## src/torque_limit_regs.svh

```systemverilog
// Constants for the torque limit selector
`ifndef TORQUE_LIMIT_REGS_SVH
`define TORQUE_LIMIT_REGS_SVH
`define TL_PCT_MAX 10'h320
`define TL_INT_RST 10'h320
`define TL_EXT_RST 10'h064
`define TL_SEL_RST 16'h0000
`define TL_ROUTE_LSB 0
`define TL_ROUTE_W 4
`define TL_MON_FWD_POS 6
`define TL_MON_REV_POS 7
`endif

```

## src/torque_limit_pkg.sv

```systemverilog
// Types for the torque limit selector
`default_nettype none
package torque_limit_pkg;
  typedef logic [9:0] pct_t;
  typedef struct packed {
    logic [9:0] fwd_internal_limit;
    logic [9:0] rev_internal_limit;
    logic [9:0] fwd_external_limit;
    logic [9:0] rev_external_limit;
  } limit_set_s;
  typedef enum logic [1:0] {
    DIR_FWD = 2'h1,
    DIR_REV = 2'h2
  } dir_e;
endpackage
`default_nettype wire

```

## src/limit_input_sync.sv

```systemverilog
// Three-stage synchroniser with agreement filter for contact inputs
`default_nettype none
module limit_input_sync #(
  parameter int WIDTH = 2
) (
  input wire logic ref_clk, // Drive clock
  input wire logic arst_n, // Async reset, active low
  input wire logic clk_en, // Clock enable
  input wire logic [WIDTH-1:0] pin_in, // Raw pins
  output logic [WIDTH-1:0] level_q // Filtered level
);
  logic [WIDTH-1:0] s1_q;
  logic [WIDTH-1:0] s2_q;
  logic [WIDTH-1:0] s3_q;

  // Per bit: three flops, accept once stages two and three agree
  for (genvar i = 0; i < WIDTH; i++) begin : g_bit
    always_ff @(posedge ref_clk or negedge arst_n) begin
      if (!arst_n) begin
        s1_q[i] <= 1'b1;
        s2_q[i] <= 1'b1;
        s3_q[i] <= 1'b1;
        level_q[i] <= 1'b1;
      end else if (clk_en) begin
        s1_q[i] <= pin_in[i];
        s2_q[i] <= s1_q[i];
        s3_q[i] <= s2_q[i];
        if (s2_q[i] == s3_q[i]) begin
          level_q[i] <= s3_q[i];
        end
      end
    end
  end
endmodule
`default_nettype wire

```

## src/torque_limit_selector.sv

```systemverilog
// Torque limit selection, comparison and limit flag routing
`include "torque_limit_regs.svh"
`default_nettype none
module torque_limit_selector (
  input wire logic ref_clk, // Drive clock, 20 MHz
  input wire logic arst_n, // Async reset, active low
  input wire logic clk_en, // Freezes state when low
  input wire logic cfg_we, // Load limit set and select word
  input wire torque_limit_pkg::limit_set_s cfg_limits, // New limit set
  input wire logic [15:0] cfg_select, // New output select word two
  input wire logic [9:0] motor_max_torque, // Motor maximum, percent
  input wire logic [10:0] torque_ref, // Signed torque reference, percent
  input wire logic fwd_external_limit_in_n, // Forward external pin, low active
  input wire logic rev_external_limit_in_n, // Reverse external pin, low active
  input wire logic [2:0] other_out_sig, // Other signals routed to circuits 1-3
  output logic [2:0] output_circuit_n_q, // Output circuits 1-3, low when closed
  output logic limit_active_flag_q, // Torque limiting now
  output logic [9:0] active_limit_q, // Active limit, percent
  output logic [7:0] io_state_monitor_q, // Input monitor positions
  output logic [2:0] output_signal_monitor_q, // Output monitor
  output torque_limit_pkg::limit_set_s limits_q, // Stored limit set
  output logic [15:0] output_select_word_two_q // Stored select word
);
  // ----------------------------------------
  // Input synchronisation
  // ----------------------------------------
  logic [1:0] ext_n;
  logic [10:0] ref_mag;
  logic ref_neg;
  logic [9:0] fwd_lim;
  logic [9:0] rev_lim;
  logic [9:0] lim_d;
  logic [3:0] route;
  logic [2:0] circ_d;

  limit_input_sync #(.WIDTH(2)) u_sync (
    .ref_clk(ref_clk),
    .arst_n(arst_n),
    .clk_en(clk_en),
    .pin_in({rev_external_limit_in_n, fwd_external_limit_in_n}),
    .level_q(ext_n)
  );

  // ----------------------------------------
  // Settings store
  // ----------------------------------------
  // Clip a setting into the 0..800 range
  function automatic logic [9:0] sat_pct(input logic [9:0] v);
    sat_pct = (v > `TL_PCT_MAX) ? `TL_PCT_MAX : v;
  endfunction

  // Load settings, each limit held within 0..800
  always_ff @(posedge ref_clk or negedge arst_n) begin
    if (!arst_n) begin
      limits_q.fwd_internal_limit <= `TL_INT_RST;
      limits_q.rev_internal_limit <= `TL_INT_RST;
      limits_q.fwd_external_limit <= `TL_EXT_RST;
      limits_q.rev_external_limit <= `TL_EXT_RST;
      output_select_word_two_q <= `TL_SEL_RST;
    end else if (clk_en && cfg_we) begin
      limits_q.fwd_internal_limit <= sat_pct(cfg_limits.fwd_internal_limit);
      limits_q.rev_internal_limit <= sat_pct(cfg_limits.rev_internal_limit);
      limits_q.fwd_external_limit <= sat_pct(cfg_limits.fwd_external_limit);
      limits_q.rev_external_limit <= sat_pct(cfg_limits.rev_external_limit);
      output_select_word_two_q <= cfg_select;
    end
  end

  // ----------------------------------------
  // Limit selection and comparison
  // ----------------------------------------
  // Pick per-direction limit, then clamp to motor maximum
  always_comb begin
    ref_neg = torque_ref[10];
    ref_mag = ref_neg ? (11'h000 - torque_ref) : torque_ref;
    fwd_lim = limits_q.fwd_internal_limit;
    rev_lim = limits_q.rev_internal_limit;
    if (!ext_n[0] && limits_q.fwd_external_limit < fwd_lim) begin
      fwd_lim = limits_q.fwd_external_limit;
    end
    if (!ext_n[1] && limits_q.rev_external_limit < rev_lim) begin
      rev_lim = limits_q.rev_external_limit;
    end
    lim_d = ref_neg ? rev_lim : fwd_lim;
    if (lim_d > motor_max_torque) begin
      lim_d = motor_max_torque;
    end
  end

  // Limit flag and active limit register
  always_ff @(posedge ref_clk or negedge arst_n) begin
    if (!arst_n) begin
      limit_active_flag_q <= 1'b0;
      active_limit_q <= `TL_INT_RST;
    end else if (clk_en) begin
      limit_active_flag_q <= (ref_mag > {1'b0, lim_d});
      active_limit_q <= lim_d;
    end
  end

  // ----------------------------------------
  // Output routing and monitors
  // ----------------------------------------
  // Each circuit ORs other signals with the flag when routed to it
  always_comb begin
    route = output_select_word_two_q[`TL_ROUTE_LSB +: `TL_ROUTE_W];
    circ_d = other_out_sig;
    for (int i = 0; i < 3; i++) begin
      if (route == 4'(i + 1) && limit_active_flag_q) begin
        circ_d[i] = 1'b1;
      end
    end
  end

  // Drive circuits low when closed, and update monitors
  always_ff @(posedge ref_clk or negedge arst_n) begin
    if (!arst_n) begin
      output_circuit_n_q <= 3'h7;
      output_signal_monitor_q <= 3'h0;
      io_state_monitor_q <= 8'h00;
    end else if (clk_en) begin
      output_circuit_n_q <= ~circ_d;
      output_signal_monitor_q <= circ_d;
      io_state_monitor_q <= 8'h00;
      io_state_monitor_q[`TL_MON_FWD_POS] <= ~ext_n[0];
      io_state_monitor_q[`TL_MON_REV_POS] <= ~ext_n[1];
    end
  end

  // ----------------------------------------
  // Assertions
  // ----------------------------------------
  // Flag against the active limit, one cycle after the compare
  flag_set_a: assert property (@(posedge ref_clk) disable iff (!arst_n)
    clk_en && ref_mag > {1'b0, lim_d} |=> limit_active_flag_q)
    else $error("limit flag not set");
  flag_clear_a: assert property (@(posedge ref_clk) disable iff (!arst_n)
    clk_en && ref_mag < {1'b0, lim_d} |=> !limit_active_flag_q)
    else $error("limit flag not cleared");

  // Active limit stays under the motor maximum and the limits of its direction, external ones only with the contact closed
  clamp_max_a: assert property (@(posedge ref_clk) disable iff (!arst_n)
    clk_en |=> active_limit_q <= $past(motor_max_torque))
    else $error("limit above motor maximum");
  int_fwd_a: assert property (@(posedge ref_clk) disable iff (!arst_n)
    clk_en && !ref_neg |=> active_limit_q <= $past(limits_q.fwd_internal_limit))
    else $error("forward internal limit exceeded");
  int_rev_a: assert property (@(posedge ref_clk) disable iff (!arst_n)
    clk_en && ref_neg |=> active_limit_q <= $past(limits_q.rev_internal_limit))
    else $error("reverse internal limit exceeded");
  fwd_ext_a: assert property (@(posedge ref_clk) disable iff (!arst_n)
    clk_en && !ext_n[0] && !ref_neg
    |=> active_limit_q <= $past(limits_q.fwd_external_limit))
    else $error("forward external limit not applied");
  rev_ext_a: assert property (@(posedge ref_clk) disable iff (!arst_n)
    clk_en && !ext_n[1] && ref_neg
    |=> active_limit_q <= $past(limits_q.rev_external_limit))
    else $error("reverse external limit not applied");

  // Stored limits stay inside 0..800
  int_range_a: assert property (@(posedge ref_clk) disable iff (!arst_n)
    limits_q.fwd_internal_limit <= 10'h320 && limits_q.rev_internal_limit <= 10'h320)
    else $error("internal limit out of range");
  ext_range_a: assert property (@(posedge ref_clk) disable iff (!arst_n)
    limits_q.fwd_external_limit <= 10'h320 && limits_q.rev_external_limit <= 10'h320)
    else $error("external limit out of range");

  // Routing of the flag and of the other signals to the circuits
  route_a: assert property (@(posedge ref_clk) disable iff (!arst_n)
    clk_en && limit_active_flag_q && route == 4'h2 |=> !output_circuit_n_q[1])
    else $error("routed circuit not closed");
  route1_a: assert property (@(posedge ref_clk) disable iff (!arst_n)
    clk_en && limit_active_flag_q && route == 4'h1 |=> !output_circuit_n_q[0])
    else $error("circuit one not closed");
  route3_a: assert property (@(posedge ref_clk) disable iff (!arst_n)
    clk_en && limit_active_flag_q && route == 4'h3 |=> !output_circuit_n_q[2])
    else $error("circuit three not closed");
  no_route_a: assert property (@(posedge ref_clk) disable iff (!arst_n)
    clk_en && route == 4'h0 |=> output_signal_monitor_q == $past(other_out_sig))
    else $error("flag routed while disabled");
  off_route_a: assert property (@(posedge ref_clk) disable iff (!arst_n)
    clk_en && (route == 4'h0 || route > 4'h3)
    |=> output_circuit_n_q == ~$past(other_out_sig))
    else $error("flag routed to no valid circuit");
  or_other_a: assert property (@(posedge ref_clk) disable iff (!arst_n)
    clk_en |=> (~output_circuit_n_q & $past(other_out_sig)) == $past(other_out_sig))
    else $error("other signal lost on circuit");

  // Input monitor follows the filtered contacts
  mon_in_a: assert property (@(posedge ref_clk) disable iff (!arst_n)
    clk_en |=> io_state_monitor_q[7:6] == ~$past(ext_n))
    else $error("input monitor mismatch");
  // Clock enable low holds the flag, active limit, circuits, stored limits and filtered inputs
  freeze_a: assert property (@(posedge ref_clk) disable iff (!arst_n)
    !clk_en |=> $stable(limit_active_flag_q) && $stable(active_limit_q)
    && $stable(output_circuit_n_q) && $stable(limits_q) && $stable(ext_n))
    else $error("state moved while frozen");

  // ----------------------------------------
  // Scenario covers
  // ----------------------------------------
  limiting_c: cover property (@(posedge ref_clk) disable iff (!arst_n)
    limit_active_flag_q);
  ext_fwd_c: cover property (@(posedge ref_clk) disable iff (!arst_n)
    !ext_n[0] && limit_active_flag_q);
  ext_rev_c: cover property (@(posedge ref_clk) disable iff (!arst_n)
    !ext_n[1] && ref_neg && limit_active_flag_q);
  route1_c: cover property (@(posedge ref_clk) disable iff (!arst_n)
    route == 4'h1 && !output_circuit_n_q[0]);
  route3_c: cover property (@(posedge ref_clk) disable iff (!arst_n)
    route == 4'h3 && !output_circuit_n_q[2]);
endmodule
`default_nettype wire

```

## config.mk

```make
export PLATFORM = sky130hd
export DESIGN_NAME = torque_limit_selector
export DESIGN_NICKNAME = d
export VERILOG_FILES = /design/src/torque_limit_pkg.sv /design/src/limit_input_sync.sv /design/src/torque_limit_selector.sv
export VERILOG_INCLUDE_DIRS = /design/src
export SDC_FILE = /design/constraint.sdc
export NUM_CORES = 1
export LEC_CHECK = 0
export BUFFER_PORTS_ARGS = -buffer_cell sky130_fd_sc_hd__buf_4
export CAP_MARGIN = 20
export CORE_AREA = 2 2 101 103
export DETAILED_ROUTE_END_ITERATION = 16
export DIE_AREA = 0 0 103 105
export GPL_TIMING_DRIVEN = 0
export PLACE_DENSITY_LB_ADDON = 0.12
export SYNTH_ARGS = -nofsm -noshare
export SYNTH_HDL_FRONTEND = slang
export SYNTH_SLANG_ARGS = --single-unit
```

## constraint.sdc

```tcl
create_clock -name ref_clk -period 10.46 [get_ports ref_clk]
set_clock_uncertainty 0.1 [all_clocks]
set_input_delay 1.046 -clock ref_clk [delete_from_list [all_inputs] [get_ports ref_clk]]
set_output_delay 1.046 -clock ref_clk [all_outputs]
set_load 0.05 [all_outputs]
```

==> flow_summary.yaml <==
synthesis:
  ys.flop_type: "dfrtp_1"
  synth_seq_area_share_pct: 43.04
  ys_seq_elements: 83
  synthArstFlopShare_pct: 100.0
  syn_area_sq_mm: 0.004901
  yosysWarnings: 0
  postSynthCellCount: 478
  ys_types: 46
  avgSynthCellArea_sq_um: 10.25
  synth_edf_count: 0
routing:
  firstDrtPassIters: 5
  drc_errors: 0
  drt_iter0_drc: 240
  via_count: 4484
  vias_per_cell: 5.654
  ant_nets: 0
  wl_mm: 13.63
  wire_per_inst_um: 17.19
run:
  maxCapViolCount: 0
critical_path:
  path_cells: "inv_1, ha_1, nand4_1, or3_1, o21ai_1, o21ai_0, a32oi_1, ha_1, a21o_1, a21o_1, a2111oi_4, nor2_2, buf_2, mux2i_1, ha_1, a21oi_1, nor2b_1, o21ai_0, a21oi_1, o32ai_1, a31oi_1"
  crit-reg2reg-launch: "limits_q[39]"
  cp-start-kind: "flip-flop"
  reg2reg_to: "limit_active_flag_q"
  ff2ff_setup_slack_ns: 4.67
  cp_top_family: "compound AO/OA/AOI/OAI gates"
  crit_arrival_ns: 5.92
  r2r_cells: 21
  crit_type: "flip-flop to flip-flop"
  critPathMaxStageDelay_ns: 0.69
  cp-end-kind: "flip-flop"
  cp_num_buf_inv: 2
  crit_path_max_fanout: 10
  cp.required_ns: 10.59
  cp_slowest_cell: "a2111oi_4"
  crit_top_cell: "ha_1"
layout:
  ff_latch_area_sq_mm: 0.002110
  multiInputGateArea_sq_mm: 0.002519
  syn_to_final_growth_pct: 32.37
  final_common_cell: "buf_4"
  diodes: 0
  drive_gt1_share_pct: 37.12
  final_nets: 780
  layout_common_cells: "166 x buf_4, 57 x dfrtp_1, 44 x inv_1, 44 x o21ai_0, 39 x ha_1"
  fillers: 835
die:
  io_pins: 167
  die_h_um: 105
  initial_core_util_pct: 50.84
  num_rows: 36
  fp.coreArea_sq_mm: 0.009639
  dieArea_sq_mm: 0.01082
  fp.dieW_um: 103
placed_design:
  place_ws_ns: 4.736
  post-dp-hpwl_mm: 10.83
  portBuffers: 160
  gp_congestion: 0.8555
hold_path:
  hp-class: "flip-flop to flip-flop"
  min-delay-start: "output_circuit_n_q[0]"
  worstHoldPathCells: 2
  hold_end: "output_circuit_n_q[0]"
timing:
  max-slew-margin-rel_pct: 46.14
  hold_viol: 0
  rsz0062_at_grt: "no"
  final.setup.worst_slack_ns: 4.668
  max_freq_mhz: 172.7
  timing.final.crit_share_pct: 55.37
  slew_viol_final: 0
  timing.final.crit_period_ns: 5.792
  tightest_slew_ns: 0.8031
  timing.setup.tns_ns: 0
  setup_viol: 0
clock_network:
  h-tree-depth: 3
  cts_resized: 0
  clk_latency_ns: 0.37
  post-cts-setup-buffers: 0
  cts_inserted_buffers: 9
  clk_path_buf_depth: 2
  clk_transition_reported_paths_ns: 0.08
  cts_hold_buf: 0
  cts-root-buf: "clkbuf_8"
  clock_sinks: 83
  cts_tree: "done"
global_routing:
  grt_max_degree: 84
  track_usage_pct: 25.87
  antenna_found_initial: 0
  grt_overflow: 0
  grt_pass1_wl_mm: 21.89
  grt_pass1_vias: 4499
power:
  vdd_drop_max_mv: 0.1197
  power.density_mw_per_mm2: 206.4
  leakage_nw: 3.061
outcome:
  status: "finished, final reports clean"
## per-layer routing
metal | share of wire [%] | GRT usage [%]
met1 | 44 | 35.60
met2 | 47 | 40.03
met3 | 7.8 | 6.221
met4 | 1.8 | 8.271
met5 | 0 | 0
## kinds of logic after synthesis
logic type	synth area share, %
AO/OA/AOI/OAI	22.36
XOR/XNOR	1.430
adder cells (fa/ha/maj)	9.957
buffers and inverters	5.948
flip-flops	43.04
multiplexers	8.272
other	0.07652
AND/OR/NAND/NOR	8.910
## worst max path at each step
stage | slack [ns] | to | depth (start not counted) | start
3_3_place_gp | 4.89 | limit_active_flag_q | 21 | limits_q[39]
2_1_floorplan | 5.32 | limit_active_flag_q | 21 | limits_q[39]
4_1_cts | 4.72 | limit_active_flag_q | 21 | limits_q[39]
3_5_place_dp | 4.74 | limit_active_flag_q | 21 | limits_q[39]
6_report | 4.67 | limit_active_flag_q | 21 | limits_q[39]
5_1_grt | 4.22 | limit_active_flag_q | 21 | limits_q[39]
## final cells by class
cell class | count | area share [%]
inverter | 44 | 2.546
buffer | 27 | 1.948
tap | 133 | 2.565
timing repair buffer | 161 | 18.94
multi-input combinational | 329 | 38.82
sequential | 83 | 32.52
clock inverter | 7 | 0.7522
clock buffer | 9 | 1.909
## registers in the layout (all words and copies together), names as in the netlist
| name | flops |
|---|---|
| u_sync.s1_q | 2 |
| active_limit_q | 10 |
| limit_active_flag_q | 1 |
| output_select_word_two_q | 16 |
| output_signal_monitor_q | 3 |
| io_state_monitor_q | 2 |
| limits_q | 40 |
| output_circuit_n_q | 3 |
| u_sync.s3_q | 2 |
| u_sync.level_q | 2 |
| u_sync.s2_q | 2 |
## worst min-delay path: stages, from the launching register on
cell     delay, ns
dfstp_2       0.38
inv_1         0.04
o21ai_0       0.06
## per-stage QoR
stage | instance area (sq um) | hold slack (ns) | util, % | std cells | total power [W]
after CTS | 6460 | 0.3831 | 67.02 | 792 | 0.001340
after global routing | 6487 | 0.4030 | 67.30 | 793 | 0.001418
after global placement | 6287 | 0.3634 | 65.23 | 776 | 0.001107
final | 6487 | 0.3787 | 67.30 | 793 | 0.001339
after detailed placement | 6287 | 0.3699 | 65.23 | 776 | 0.001127
after floorplan | 4920 | 0.3546 | - | 483 | 0.0009130
## power by group
| part | internal [W] | switching [W] |
|---|---|---|
| sequential | 0.000397 | 0.0000599 |
| clock | 0.0000875 | 0.000125 |
| combinational | 0.000242 | 0.000428 |
## synth_stat cells (11+ instances only)
| master | instances | area share (%) |
|---|---|---|
| a21oi_1 | 22 | 2.2 |
| a22o_1 | 28 | 5.0 |
| a31oi_1 | 15 | 1.9 |
| clkbuf_1 | 14 | 1.1 |
| dfrtp_1 | 57 | 29 |
| dfstp_2 | 26 | 14 |
| ha_1 | 39 | 10 |
| inv_1 | 44 | 3.4 |
| mux2_2 | 28 | 6.4 |
| nand2_1 | 20 | 1.5 |
| nand3_1 | 12 | 1.2 |
| nor2_1 | 11 | 0.84 |
| o21ai_0 | 44 | 4.5 |
Note: power is estimated with default switching activity, not from simulation.
